## config.mk

```make
export PLATFORM = sky130hd
export DESIGN_NAME = tas_alarm_status_bank
export DESIGN_NICKNAME = d
export VERILOG_FILES = /design/src/core/tas_pkg.sv /design/src/core/tas_alarm_status_bank.sv
export SDC_FILE = /design/constraint.sdc
export NUM_CORES = 1
export LEC_CHECK = 0
export BUFFER_PORTS_ARGS = -buffer_cell sky130_fd_sc_hd__buf_2
export CORE_MARGIN = 2
export CORE_UTILIZATION = 40
export CTS_BUF_LIST = sky130_fd_sc_hd__clkbuf_2
export DETAILED_ROUTE_END_ITERATION = 6
export PLACE_DENSITY = 0.71
export SLEW_MARGIN = 25
export SYNTH_ARGS = -nofsm -noshare
export SYNTH_HDL_FRONTEND = slang
export SYNTH_SLANG_ARGS = --single-unit
```

## constraint.sdc

```tcl
create_clock -name clk -period 15.7 [get_ports clk]
set_input_delay 0.785 -clock clk [delete_from_list [all_inputs] [get_ports clk]]
set_output_delay 0.785 -clock clk [all_outputs]
set_load 0.1 [all_outputs]
```

## src/core/tas_pkg.sv

```systemverilog
// Constants, register map and carrier types for the alarm and status bank.
// Assumes a 125 MHz system clock and a 32-bit APB register bus.
package tas_pkg;

   // -------------------------------------------------------------
   // Clock and timing
   // -------------------------------------------------------------
   localparam int CLK_MHZ = 125;
   localparam int SIG_LOSS_US = 32; // Silent window before loss of signal
   localparam int SIG_LOSS_CYC = SIG_LOSS_US * CLK_MHZ;
   localparam int LOSS_W = 12;

   // -------------------------------------------------------------
   // Register indices (byte address is four times the index)
   // -------------------------------------------------------------
   localparam logic [9:0] IDX_STATUS3 = 10'h008;
   localparam logic [9:0] IDX_LOOP_OPERATING_STATE = 10'h009;
   localparam logic [9:0] IDX_TOP_PRI = 10'h00a;
   localparam logic [9:0] IDX_PRI_23 = 10'h00b;
   localparam logic [9:0] IDX_IRQ_EN3 = 10'h010;
   localparam logic [9:0] IDX_CTRL = 10'h011;
   localparam logic [9:0] IDX_VALID_MASK = 10'h012;
   localparam logic [9:0] IDX_LIMITS = 10'h013;

   // -------------------------------------------------------------
   // Reset values
   // -------------------------------------------------------------
   localparam logic [7:0] RST_STATUS3 = 8'h50;
   localparam logic [7:0] RST_LOOP_OPERATING_STATE = 8'h41;
   localparam logic [7:0] RST_PRI = 8'h00;
   localparam logic [7:0] RST_IRQ_EN3 = 8'h00;
   localparam logic [7:0] RST_CTRL = 8'h00;
   localparam logic [13:0] RST_VALID_MASK = 14'h3fff;
   localparam logic [6:0] RST_SOFT_LIMIT = 7'h7f;
   localparam logic [7:0] RST_PHASE_LIMIT = 8'hff;

   // -------------------------------------------------------------
   // Field positions
   // -------------------------------------------------------------
   localparam int ST_FRAME_SYNC = 7;
   localparam int ST_AUX_LOCK = 6;
   localparam int ST_PHASE_MON = 5;
   localparam int ST_NO_INPUT = 4;
   localparam int ST_LOSS_BASE = 0; // Loss flag of input i at 2*i
   localparam int ST_AMI_BASE = 1;  // AMI flag of input i at 2*i+1
   localparam int CTL_FMT_A = 0;
   localparam int CTL_FMT_B = 1;
   localparam int CTL_VIEW = 2;
   localparam int CTL_REVERTIVE_ENABLE = 3;
   localparam int LIM_SOFT_LSB = 8;

   // -------------------------------------------------------------
   // Reference codes and line code
   // -------------------------------------------------------------
   localparam logic [3:0] REF_NONE = 4'h0;
   localparam logic [3:0] REF_UNUSED = 4'hf;
   localparam logic [2:0] MARKS_PER_BPV = 3'h7;
   localparam logic [2:0] MAIN_FREE_RUN = 3'h1;

   // Live loop status from the two DPLLs
   typedef struct packed {
      logic frame_sync_monitor_alarm;
      logic aux_loop_locked;
      logic [7:0] main_freq_mag;
      logic [7:0] aux_freq_mag;
      logic [2:0] main_loop_state;
   } tas_loop_t;

   // Reference status of one loop
   typedef struct packed {
      logic [13:0] valid;
      logic [3:0] selected_ref;
   } tas_ref_t;

endpackage

```

## src/core/tas_alarm_status_bank.sv

```systemverilog
// Latched alarm, live operating state and priority report registers.
// Assumes loop status, reference status and phase error come from logic
// on clk; composite-clock rail pulses and tone detect come from pins.
//
// What this block does
// - Phase monitor alarm latches when phase error exceeds threshold; write 1 clears.
// - Aux no-input alarm latches; write 1 cannot clear while condition holds.
// - AMI flag sets after two consecutive broken 8-bit mark/BPV periods.
// - Missing BPVs are not violations while the 400 Hz tone is detected.
// - Write 1 clears AMI flag; only a new violation sets it again.
// - Loss flag sets when no pulse arrives within 32 us.
// - Write 1 clears loss flag; only a new valid-to-loss edge sets it.
// - AMI and loss flags work only while that input's format select is 0.
// - Interrupt output asserts while any latched bit that reads as 1 and its enable are set.
// - Operating state bit 7 shows live frame sync monitor alarm.
// - Operating state bit 6 shows live aux loop lock status.
// - Bits 5 and 4 show main and aux frequency outside the 7-bit soft limit.
// - Bits 2 to 0 show the main loop state code.
// - Top nibble of first priority register shows highest valid reference.
// - Priority fields show main loop if view select is 0, else aux loop.
// - References marked invalid by software are never reported.
// - Selected reference is reported as is, never forced to match top priority.
// - Low nibble of first priority register shows selected reference, 0 if none.
// - Top nibble of second priority register shows third valid reference.
// - Low nibble of second priority register shows second valid reference.
`timescale 1ns/1ps

module tas_alarm_status_bank #(
   parameter int NUM_CC = 2
)(
   // Clock and reset
   input wire logic clk,
   input wire logic rst_n,
   // APB slave
   input wire logic psel,
   input wire logic penable,
   input wire logic pwrite,
   input wire logic [11:0] paddr,
   input wire logic [31:0] pwdata,
   output logic pready,
   output logic [31:0] prdata,
   output logic pslverr,
   // Loop and reference status
   input wire tas_pkg::tas_loop_t loop_status,
   input wire tas_pkg::tas_ref_t main_refs,
   input wire tas_pkg::tas_ref_t aux_refs,
   input wire logic [7:0] phase_error_mag,
   input wire logic aux_loop_no_input,
   // Composite-clock rails, one bit per input
   input wire logic [NUM_CC-1:0] cc_pos,
   input wire logic [NUM_CC-1:0] cc_neg,
   input wire logic [NUM_CC-1:0] cc_tone_400hz,
   // Interrupt
   output logic interrupt_request_out
);

   // -------------------------------------------------------------
   // Registers
   // -------------------------------------------------------------
   logic [7:0] status_r;
   logic [7:0] status_nxt;
   logic [7:0] irq_en_r;
   logic [7:0] ctrl_r;
   logic [13:0] valid_mask_r;
   logic [6:0] soft_limit_r;
   logic [7:0] phase_limit_r;
   logic [7:0] loop_operating_state_r;
   logic [7:0] top_pri_r;
   logic [7:0] pri_23_r;
   logic pready_r;
   logic [31:0] prdata_r;
   logic pslverr_r;
   logic irq_r;
   logic phase_over_r;
   logic fs_alarm_r;
   logic aux_lock_r;

   // -------------------------------------------------------------
   // APB decode
   // -------------------------------------------------------------
   logic [9:0] idx;
   logic aligned;
   logic hit_status;
   logic hit_loop_operating_state;
   logic hit_top;
   logic hit_pri23;
   logic hit_irq_en;
   logic hit_ctrl;
   logic hit_vmask;
   logic hit_limits;
   logic hit;
   logic access;
   logic take;
   logic done;
   logic wr;
   logic [7:0] rd_mux;
   logic [7:0] clear_mask;
   logic [7:0] status_view;
   logic [7:0] fmt_mask;

   // Word index and per-register hits
   assign idx = paddr[11:2];
   assign aligned = paddr[1:0] == 2'b00;
   assign hit_status = aligned && idx == tas_pkg::IDX_STATUS3;
   assign hit_loop_operating_state = aligned && idx == tas_pkg::IDX_LOOP_OPERATING_STATE;
   assign hit_top = aligned && idx == tas_pkg::IDX_TOP_PRI;
   assign hit_pri23 = aligned && idx == tas_pkg::IDX_PRI_23;
   assign hit_irq_en = aligned && idx == tas_pkg::IDX_IRQ_EN3;
   assign hit_ctrl = aligned && idx == tas_pkg::IDX_CTRL;
   assign hit_vmask = aligned && idx == tas_pkg::IDX_VALID_MASK;
   assign hit_limits = aligned && idx == tas_pkg::IDX_LIMITS;
   assign hit = hit_status | hit_loop_operating_state | hit_top | hit_pri23 | hit_irq_en
              | hit_ctrl | hit_vmask | hit_limits;

   // Access phase answered one cycle after it starts
   assign access = psel & penable;
   assign take = access & ~pready_r;
   assign done = access & pready_r;
   assign wr = done & pwrite & hit;

   // Flags of an input in pulse-clock mode read and interrupt as zero
   assign fmt_mask = {4'h0,
                      {2{ctrl_r[tas_pkg::CTL_FMT_B]}},
                      {2{ctrl_r[tas_pkg::CTL_FMT_A]}}};
   assign status_view = status_r & ~fmt_mask;

   // Read data selection
   assign rd_mux = hit_status ? status_view :
                   hit_loop_operating_state ? loop_operating_state_r :
                   hit_top ? top_pri_r :
                   hit_pri23 ? pri_23_r :
                   hit_irq_en ? irq_en_r :
                   hit_ctrl ? ctrl_r :
                   hit_vmask ? valid_mask_r[7:0] :
                   hit_limits ? phase_limit_r :
                   8'h00;

   // Only ones written to the status register clear bits
   assign clear_mask = (wr && hit_status) ? pwdata[7:0] : 8'h00;

   // Bus answer
   always_ff @(posedge clk)
   begin
      if (!rst_n)
      begin
         pready_r <= 1'b0;
         prdata_r <= 32'h0000_0000;
         pslverr_r <= 1'b0;
      end
      else
      begin
         pready_r <= take;
         pslverr_r <= take & ~hit;
         if (take)
         begin
            prdata_r <= (pwrite || !hit) ? 32'h0000_0000 : {24'h00_0000, rd_mux};
            if (hit_vmask && !pwrite)
               prdata_r <= {18'h0_0000, valid_mask_r};
            if (hit_limits && !pwrite)
               prdata_r <= {17'h0_0000, soft_limit_r, phase_limit_r};
         end
      end
   end

   // -------------------------------------------------------------
   // Software-written configuration
   // -------------------------------------------------------------
   always_ff @(posedge clk)
   begin
      if (!rst_n)
      begin
         irq_en_r <= tas_pkg::RST_IRQ_EN3;
         ctrl_r <= tas_pkg::RST_CTRL;
         valid_mask_r <= tas_pkg::RST_VALID_MASK;
         soft_limit_r <= tas_pkg::RST_SOFT_LIMIT;
         phase_limit_r <= tas_pkg::RST_PHASE_LIMIT;
      end
      else if (wr)
      begin
         if (hit_irq_en)
            irq_en_r <= pwdata[7:0];
         if (hit_ctrl)
            ctrl_r <= {4'h0, pwdata[3:0]};
         if (hit_vmask)
            valid_mask_r <= pwdata[13:0];
         if (hit_limits)
         begin
            phase_limit_r <= pwdata[7:0];
            soft_limit_r <= pwdata[tas_pkg::LIM_SOFT_LSB +: 7];
         end
      end
   end

   // -------------------------------------------------------------
   // Composite-clock receivers, one per input
   // -------------------------------------------------------------
   logic [NUM_CC-1:0] ami_evt;
   logic [NUM_CC-1:0] loss_evt;

   genvar g;
   generate
      for (g = 0; g < NUM_CC; g++)
      begin : g_cc
         logic [2:0] pos_s;
         logic [2:0] neg_s;
         logic [1:0] tone_s;
         logic pulse;
         logic is_pos;
         logic last_pos_r;
         logic [2:0] marks_r;
         logic bad_prev_r;
         logic bad;
         logic period_end;
         logic [tas_pkg::LOSS_W-1:0] quiet_r;
         logic lost;
         logic lost_r;
         logic enabled;

         // Pin synchronisers; third stage only for edge detection
         always_ff @(posedge clk)
         begin
            if (!rst_n)
            begin
               pos_s <= 3'h0;
               neg_s <= 3'h0;
               tone_s <= 2'h0;
            end
            else
            begin
               pos_s <= {pos_s[1:0], cc_pos[g]};
               neg_s <= {neg_s[1:0], cc_neg[g]};
               tone_s <= {tone_s[0], cc_tone_400hz[g]};
            end
         end

         // Mark detection and line-code checks
         assign is_pos = pos_s[1] & ~pos_s[2];
         assign pulse = is_pos | (neg_s[1] & ~neg_s[2]);
         assign enabled = ~ctrl_r[g == 0 ? tas_pkg::CTL_FMT_A : tas_pkg::CTL_FMT_B];
         assign period_end = pulse && (is_pos == last_pos_r
                             || marks_r == tas_pkg::MARKS_PER_BPV);
         // BPV at wrong place, or missing BPV without the tone
         assign bad = (is_pos == last_pos_r) ? marks_r != tas_pkg::MARKS_PER_BPV
                      : ~tone_s[1];
         assign lost = quiet_r >= tas_pkg::LOSS_W'(tas_pkg::SIG_LOSS_CYC);

         // Period counter and violation history
         always_ff @(posedge clk)
         begin
            if (!rst_n)
            begin
               last_pos_r <= 1'b0;
               marks_r <= 3'h0;
               bad_prev_r <= 1'b0;
            end
            else if (pulse)
            begin
               last_pos_r <= is_pos;
               marks_r <= period_end ? 3'h0 : marks_r + 3'h1;
               if (period_end)
                  bad_prev_r <= bad;
            end
         end

         // Silent-time counter, saturating at the loss window
         always_ff @(posedge clk)
         begin
            if (!rst_n)
            begin
               quiet_r <= '0;
               lost_r <= 1'b0;
            end
            else
            begin
               quiet_r <= pulse ? '0 : (lost ? quiet_r : quiet_r + 1'b1);
               lost_r <= lost;
            end
         end

         // Events only while acting as composite-clock receiver
         assign ami_evt[g] = enabled & period_end & bad & bad_prev_r;
         assign loss_evt[g] = enabled & lost & ~lost_r;
      end
   endgenerate

   // -------------------------------------------------------------
   // Latched status bits
   // -------------------------------------------------------------
   logic phase_over;
   logic [7:0] set_mask;

   assign phase_over = phase_error_mag > phase_limit_r;
   assign set_mask = {loop_status.frame_sync_monitor_alarm & ~fs_alarm_r,
                      loop_status.aux_loop_locked ^ aux_lock_r,
                      phase_over & ~phase_over_r,
                      aux_loop_no_input,
                      ami_evt[1], loss_evt[1],
                      ami_evt[0], loss_evt[0]};

   // Set wins over a clear in the same cycle
   always_comb
   begin
      status_nxt = (status_r & ~clear_mask) | set_mask;
      if (aux_loop_no_input)
         status_nxt[tas_pkg::ST_NO_INPUT] = 1'b1;
   end

   // Status flops and edge history of the live sources
   always_ff @(posedge clk)
   begin
      if (!rst_n)
      begin
         status_r <= tas_pkg::RST_STATUS3;
         phase_over_r <= 1'b0;
         fs_alarm_r <= 1'b0;
         aux_lock_r <= 1'b1;
         irq_r <= 1'b0;
      end
      else
      begin
         status_r <= status_nxt;
         phase_over_r <= phase_over;
         fs_alarm_r <= loop_status.frame_sync_monitor_alarm;
         aux_lock_r <= loop_status.aux_loop_locked;
         irq_r <= |(status_view & irq_en_r);
      end
   end

   // -------------------------------------------------------------
   // Live operating state
   // -------------------------------------------------------------
   logic main_soft;
   logic aux_soft;

   // Frequency outside the soft limit raises the soft alarm
   assign main_soft = loop_status.main_freq_mag > {1'b0, soft_limit_r};
   assign aux_soft = loop_status.aux_freq_mag > {1'b0, soft_limit_r};

   always_ff @(posedge clk)
   begin
      if (!rst_n)
         loop_operating_state_r <= tas_pkg::RST_LOOP_OPERATING_STATE;
      else
         loop_operating_state_r <= {loop_status.frame_sync_monitor_alarm,
                       loop_status.aux_loop_locked,
                       main_soft, aux_soft, 1'b0,
                       loop_status.main_loop_state};
   end

   // -------------------------------------------------------------
   // Priority and selected reference report
   // -------------------------------------------------------------
   tas_pkg::tas_ref_t view;
   logic [13:0] eligible;
   logic [3:0] sel_code;
   logic sel_ok;

   // Loop chosen by view select; masked inputs are never eligible
   assign view = ctrl_r[tas_pkg::CTL_VIEW] ? aux_refs : main_refs;
   assign eligible = view.valid & valid_mask_r;
   assign sel_ok = view.selected_ref != tas_pkg::REF_NONE
                   && view.selected_ref != tas_pkg::REF_UNUSED
                   && valid_mask_r[view.selected_ref - 4'h1];
   // Selection passed through untouched, not aligned to top priority
   assign sel_code = sel_ok ? view.selected_ref : tas_pkg::REF_NONE;

   logic [3:0] ref_1;
   logic [3:0] ref_2;
   logic [3:0] ref_3;

   // Lower input number ranks higher; first three eligible are taken
   always_comb
   begin
      logic [1:0] found;
      found = 2'd0;
      ref_1 = tas_pkg::REF_NONE;
      ref_2 = tas_pkg::REF_NONE;
      ref_3 = tas_pkg::REF_NONE;
      for (int i = 0; i < 14; i++)
      begin
         if (eligible[i] && found != 2'd3)
         begin
            case (found)
               2'd0: ref_1 = 4'(i + 1);
               2'd1: ref_2 = 4'(i + 1);
               default: ref_3 = 4'(i + 1);
            endcase
            found = found + 2'd1;
         end
      end
   end

   always_ff @(posedge clk)
   begin
      if (!rst_n)
      begin
         top_pri_r <= tas_pkg::RST_PRI;
         pri_23_r <= tas_pkg::RST_PRI;
      end
      else
      begin
         top_pri_r <= {ref_1, sel_code};
         pri_23_r <= {ref_3, ref_2};
      end
   end

   // -------------------------------------------------------------
   // Outputs
   // -------------------------------------------------------------
   assign pready = pready_r;
   assign prdata = prdata_r;
   assign pslverr = pslverr_r;
   assign interrupt_request_out = irq_r;

endmodule

```

Yosys cells after proc, flatten, opt, wreduce, memory -nomap -nowiden
Cells that the tools add are included.
{ "totals": {"latchBits": 0, "n_memories": 0, "ff_bits": 163, "wordCells": 336, "input_bits": 121, "rom_bits": 0, "output_inout_bits": 35, "ramBits": 0} }
{ "op_classes": {"div": 0, "mul": 0, "n_shift": 0, "n_reduce_logical": 72, "add_sub_neg": 17, "n_lt_le_gt_ge": 6, "eq_ne": 41, "bitwise": 54, "muxes": 111} }
{ "ops": {"columns": ["op", "count"], "rows": [
  ["$mux W4", 74],
  ["$mux W8", 10],
  ["$eq A10 B4 Y1 const B", 4],
  ["$eq A10 B5 Y1 const B", 4],
  ["$mux W2", 16],
  ["$mux W32", 1],
  ["$reduce_or A2 Y1", 16],
  ["$logic_and A1 B1 Y1", 28],
  ["$logic_not A2 Y1", 14],
  ["$eq A2 B1 Y1 const B", 13],
  ["$ne A2 B2 Y1 const B", 13],
  ["$add A12 B1 Y12 const B", 2],
  ["$add A2 B1 Y2 const B", 12],
  ["$and A8 B8 Y8", 3],
  ["$ge A12 B12 Y1 const B", 2],
  ["$and A1 B1 Y1", 22],
  ["$mux W18", 1],
  ["$gt A8 B7 Y1", 2],
  ["$not A1 Y1", 15],
  ["$and A14 B14 Y14", 1],
  ["$mux W14", 1],
  ["$reduce_and A2 Y1", 7],
  ["$or A1 B1 Y1", 9],
  ["$gt A8 B8 Y1", 1],
  ["other kinds (18)", 30]
]} }

Depth between registers and ports, before layout
{ "depth": {"depth_word": 43, "ltp_mapped": 58, "mapped_depth_nobuf": 53} }

Worst setup path after synthesis
OpenSTA, ideal clock, no wires.
{ "synth_timing": {"path_type": "register -> register", "start": "register ctrl_r[2]", "end": "register top_pri_r[4]", "arrival_ps": 12120, "stages_incl_launch_ff": 56, "setup_time_ps": 116, "path_buffers": 5, "path_slack_ps": 3465, "synth_period_minus_slack_ps": 12235, "required_time_ps": 15584, "path_cell_list": "dfxtp_1 > buf_6 > buf_2 > mux2_2 > nand2_1 > inv_1 > ha_1 > o31ai_1 > o21ai_0 > ha_1 > nand2b_1 > nor3b_1 > a21o_1 > inv_1 > ha_1 > nand2b_1 > nor2_1 > xnor2_2 > [20 not listed] > ha_1 > nor3b_1 > clkbuf_1 > xor2_1 > inv_1 > ha_1 > nor3b_2 > mux2_2 > o21ai_1 > inv_1 > ha_1 > and3b_1 > clkbuf_1 > nor2_1 > nand3_1 > nor2_1 > a221o_1 > and3_1"} }
{ "synth_between": {"elab_chain_cells": 42, "elab_cells_between_ends": 93, "classes_between": "add/sub (12); eq/ne (13); mux (41); bitwise (1); reduce/logical (26)"} }
{ "synth_rtl": {"columns": ["item", "line_no", "text"], "rows": [
  ["start: declaration", "tas_alarm_status_bank.sv:63", "logic [7:0] ctrl_r;"],
  ["start signal: assignment", "tas_alarm_status_bank.sv:173", "ctrl_r <= tas_pkg::RST_CTRL;"],
  ["start signal: assignment", "tas_alarm_status_bank.sv:183", "ctrl_r <= {4'h0, pwdata[3:0]};"],
  ["$mux W18 *", "tas_alarm_status_bank.sv:359", "assign view = ctrl_r[tas_pkg::CTL_VIEW] ? aux_refs : main_refs;"],
  ["$and A14 B14 Y14 *", "tas_alarm_status_bank.sv:360", "assign eligible = view.valid & valid_mask_r;"],
  ["parallel branches: the longest is 39 deep, another holds $add A2 B1 Y2", null, null],
  ["$mux W4 *", "tas_alarm_status_bank.sv:381", "if (eligible[i] && found != 2'd3)"],
  ["end signal: assignment", "tas_alarm_status_bank.sv:397", "top_pri_r <= tas_pkg::RST_PRI;"],
  ["end signal: assignment", "tas_alarm_status_bank.sv:402", "top_pri_r <= {ref_1, sel_code};"],
  ["end: declaration", "tas_alarm_status_bank.sv:68", "logic [7:0] top_pri_r;"]
]} }
Mark *: on every way between the ends.
A chain may end at the register's enable or synchronous reset.

Final worst setup path
{ "layout_timing": {"start": "register ctrl_r[2]", "end": "register pri_23_r[1]"} }
{ "layout_between": {"elab_chain_cells": 42, "elab_cells_between_ends": 92, "classes_between": "add/sub (12); eq/ne (26); mux (40); bitwise (1); reduce/logical (13)"} }
{ "layout_rtl": {"columns": ["item", "line_no", "text"], "rows": [
  ["$mux W18 *", "tas_alarm_status_bank.sv:359", null],
  ["$and A14 B14 Y14 *", "tas_alarm_status_bank.sv:360", null],
  ["parallel branches: the longest is 39 deep, another holds $add A2 B1 Y2", null, null],
  ["$mux W4 *", "tas_alarm_status_bank.sv:381", null],
  ["end signal: assignment", "tas_alarm_status_bank.sv:398", "pri_23_r <= tas_pkg::RST_PRI;"],
  ["end signal: assignment", "tas_alarm_status_bank.sv:403", "pri_23_r <= {ref_3, ref_2};"],
  ["end: declaration", "tas_alarm_status_bank.sv:69", "logic [7:0] pri_23_r;"]
]} }
Marks and branches as above.

==> flow_results.org <==
** Route
- DR iter-0 viols :: 425
- Before antenna repair, the detailed router went through 6 iterations.
- After detailed routing, the number of remaining DRC violations is 0.
- Wires add up to 20.4 mm.
- The detail route stage leaves a number of antenna-violating nets equal to 0.
- WL/cell :: 14.8 µm
- Vias after detailed routing :: 7,281
- Vias per std cell :: 5.27

** Clock network
- The clock passes through at most 2 buffers.
- For the worst-skew pair, the clock arrives at the later sink with an insertion delay of 0.74 ns.
- Count of cells resized by post-cts repair :: 0
- After clock tree synthesis, the clock-pin slew on the worst setup and hold paths is 0.25 ns.
- Buffer cell driving the clock tree root :: sky130_fd_sc_hd__clkbuf_2
- Buffers inserted by post-CTS timing repair :: 0
- For this design, the CTS-stage hold fixing added 0 buffers.
- TritonCTS Sinks :: 143
- The H-tree was split into 4 levels.
- The number of clock buffers added by TritonCTS is 17.
- TritonCTS built the clock tree.

** Placement
- Pre-CTS WS :: 2.64 ns
- In this run the tool buffered the top-level ports with 121 buffer cells.
- The congestion estimate from routability-driven global placement came to 0.843.
- HPWL after detailed placement :: 15.4 mm
- Summing all placed instances gives a cell area of 9220 µm².

** GRT
- Total overflow reported by the global router :: 0
- Initial antenna violation count :: 1
- First-pass GRT wire length :: 33.1 mm
- Vias in the first global route :: 6,583
- Entering global routing, the biggest net connects 67 pins.
- Global routing used 18.5% of the available tracks across all layers.

** Cells and area
- Final net count :: 1,279
- The library cell used most frequently in the layout, excluding fill and tap cells, is sky130_fd_sc_hd__dfxtp_1.
- Final std cell area, no fill :: 9480 µm²
- Number of fillers in the final layout :: 2,076
- Fraction of layout instances using a drive strength above 1 :: 18.2%
- Synth-to-layout area growth :: 12.9%
- Top library cells by usage in the layout, fill and taps aside :: sky130_fd_sc_hd__dfxtp_1 (143), sky130_fd_sc_hd__buf_2 (121), sky130_fd_sc_hd__nand2_1 (106)
- Registers take 2860 µm².
- Footprint of the multi-input gates :: 5140 µm²

** Critical path
- Critical R2R Capture :: pri_23_r[1]
- For this run, the slowest stage of the critical path takes 0.54 ns.
- Along the worst path, the maximum fanout reaches 21.
- Data on the critical path is required at its endpoint by 16.32 ns.
- The most critical setup path has its endpoint at pri_23_r[1].
- Most used cell, CP :: sky130_fd_sc_hd__ha_1
- The setup path with the least slack is of type reg2reg.
- Arrival time at the worst endpoint :: 13.68 ns
- On the critical path, the stage with the largest delay is an instance of sky130_fd_sc_hd__nor3b_2.
- Counting cells, the worst reg-to-reg path comes to 52.
- Tracing the worst setup path back leads to its startpoint at ctrl_r[2].
- For flop-to-flop paths, the worst setup slack is 2.64 ns.
- The worst register-to-register path begins at ctrl_r[2].
- STA classifies the critical path startpoint as a flop.
- Worst Setup End Kind :: flop

** Outcome
- The run finished with clean final reports.

** Floorplanning
- The initial utilization of the core area, before any placement, comes to 40.3%.
- The die covers 22,200 µm².
- After floorplanning, the core was sized to cover 20,800 µm².
- Total number of placement rows :: 53
- Height of the die :: 149 µm
- Boundary Pins :: 156
- From left edge to right edge, the die measures 149 µm.

** Logic synthesis
- Post-synthesis async set-or-reset flop share :: 0%
- Sequential elements use 34.1% of the synthesized area.
- EDFF count, synth :: 0
- Count of unique library cells instantiated by Yosys :: 73
- Averaged over all synthesized cells, the footprint is 8.57 µm².
- Top flip-flop cell by instance count after synthesis :: sky130_fd_sc_hd__dfxtp_1
- Counting every instance in the synthesized netlist gives 980.
- For this run, the number of Yosys warnings is 0.
- Netlist Area Pre-Place :: 8400 µm²
- After synthesis the netlist holds a flip-flop and latch count of 143.

** Timing
- Max-slew headroom :: 31.8%
- Total setup violations reported at the end of the flow :: 0
- On the final layout, the worst hold slack is 0.225 ns.
- Once routing completed, OpenROAD measured the worst setup slack at 2.64 ns.
- The max-slew violation count was 0.
- Achievable clock frequency :: 76.6 MHz
- Setup repair after global routing left no endpoint under its margin.
- The routed design could run at a clock period as short as 13.06 ns.
- For the pin with the worst max-slew slack, the measured transition is 1.01 ns.
- Ratio of final minimum period to clock period :: 83.2%
- The number of failing hold endpoints at the final stage is 0.
- Final Skew :: 0.0368 ns
- Setup total negative slack on the finished layout was measured at 0 ns.

** Pwr
- Share of total power in combinational logic :: 65.1%
- Cell internal power was estimated by the tool at 0.898 mW.
- In this run, flip-flops and latches consume 23.0% of the power.
- Net switching power :: 0.850 mW
- The analysis attributes to cell leakage a power of 4.19 nW.
- Power density over the cells :: 184 nW/µm²
- Clock group share of total power :: 12.0%
- The worst-case IR drop observed on VDD is 171 µV.
- Net switching is 48.6% of the power.

** Min path
- The worst hold path passes through 2 cells.
- The path class of the tightest hold or removal check is in2reg.

** Run
- Count of max-cap constraint violations :: 0
[power groups by stage]
| stage | clock [mW] | sequential, mW | combinational (mW) |
|---|---|---|---|
| global route | 0.231 | 0.403 | 1.28 |
| finish | 0.210 | 0.401 | 1.14 |
| detailed placement | 0 | 0.408 | 1.12 |
| global placement | 0 | 0.408 | 1.12 |
| floorplan | 0 | 0.421 | 0.934 |
| CTS | 0.215 | 0.401 | 1.13 |
[per-layer routing]
metal	part of all wire [%]	vias up	global-route usage [%]	routed length (µm)
li1	-	3673	-	-
met1	49	3373	26.4	10000
met2	44	210	29.6	9060
met3	5.4	25	2.75	1110
met4	1.2	0	4.48	253
met5	0	-	0	0
[registers in the layout, summed over array words and instances, names as in the netlist, 4 cells and up]
register / flops
loop_operating_state_r: 6
pri_23_r: 8
g_cc.quiet_r: 24
g_cc.neg_s: 6
status_r: 8
top_pri_r: 8
prdata: 15
g_cc.tone_s: 4
g_cc.marks_r: 6
g_cc.pos_s: 6
valid_mask_r: 14
ctrl_r: 4
irq_en_r: 8
phase_limit_r: 8
soft_limit_r: 7
[final cells by class]
type                            instances  share of cell area, %
Multi-Input combinational cell        744                   54.2
Clock inverter                         15                   1.60
Sequential cell                       143                   30.2
Timing Repair Buffer                  133                   7.34
Clock buffer                           17                  0.897
Antenna cell                            1                 0.0264
Tap cell                              275                   3.63
Inverter                               54                   2.14
[cell usage after synthesis, types with 8 or more instances]
cell	instances	area share, %
sky130_fd_sc_hd__o21a_1	13	1.2
sky130_fd_sc_hd__ha_1	64	9.5
sky130_fd_sc_hd__clkbuf_1	32	1.4
sky130_fd_sc_hd__nor2_1	86	3.8
sky130_fd_sc_hd__xor2_1	16	1.7
sky130_fd_sc_hd__a21oi_1	58	3.5
sky130_fd_sc_hd__nor3_1	20	1.2
sky130_fd_sc_hd__and2_1	23	1.7
sky130_fd_sc_hd__mux2i_1	51	6.1
sky130_fd_sc_hd__a211oi_1	19	1.7
sky130_fd_sc_hd__o21ai_0	21	1.3
sky130_fd_sc_hd__buf_4	17	1.5
sky130_fd_sc_hd__nor2b_1	11	0.82
sky130_fd_sc_hd__xnor2_1	15	1.6
sky130_fd_sc_hd__a31oi_1	8	0.60
sky130_fd_sc_hd__nand4_1	17	1.3
sky130_fd_sc_hd__nand2_1	106	4.7
sky130_fd_sc_hd__o211ai_1	21	1.9
sky130_fd_sc_hd__mux2_2	8	1.1
sky130_fd_sc_hd__a22oi_1	19	1.7
sky130_fd_sc_hd__nand3_1	39	2.3
sky130_fd_sc_hd__nand2b_1	12	0.89
sky130_fd_sc_hd__dfxtp_1	143	34
sky130_fd_sc_hd__inv_1	51	2.3
[how the worst min path moves through the flow]
| stage | to | start | slack [ns] |
|---|---|---|---|
| CTS | g_cc[0].pos_s[0] | cc_pos[0] | 0.18 |
| detailed placement | g_cc[1].pos_s[1] | g_cc[1].pos_s[0] | 0.42 |
| finish | g_cc[0].pos_s[0] | cc_pos[0] | 0.23 |
| floorplan | g_cc[0].neg_s[1] | g_cc[0].neg_s[0] | 0.41 |
| global route | g_cc[0].neg_s[0] | cc_neg[0] | 0.17 |
| global placement | g_cc[1].pos_s[1] | g_cc[1].pos_s[0] | 0.42 |
[cell families (layout without fill, tap and decap cells)]
logic type      count (synthesis)  count (layout)  synth area share, %
simple gates                  354             354                 20.9
compound gates                209             209                 16.8
mux                            64              64                 8.49
flops                         143             143                 34.1
fa+ha+maj                      65              65                 9.77
other cells                     1              18               0.0447
xor+xnor                       35              35                 4.08
buf+inv                       109             219                 5.84
[worst max-delay path, delay by kind of cell (launching register included)]
family	cells	cell delay, ns
buffers and inverters	11	1.59
AO/OA/AOI/OAI	7	1.61
flip-flops	1	0.35
multiplexers	3	1.01
XOR/XNOR	7	1.73
AND/OR/NAND/NOR	14	4.40
adder cells (fa/ha/maj)	10	2.29
[metrics by stage]
step	total power [mW]	cells	util, %
floorplan	1.36	996	-
global placement	1.52	1347	44.2
detailed placement	1.53	1347	44.3
CTS	1.75	1379	45.4
global route	1.91	1382	45.5
finish	1.75	1382	45.5
Note: power is estimated with default switching activity, not from simulation.
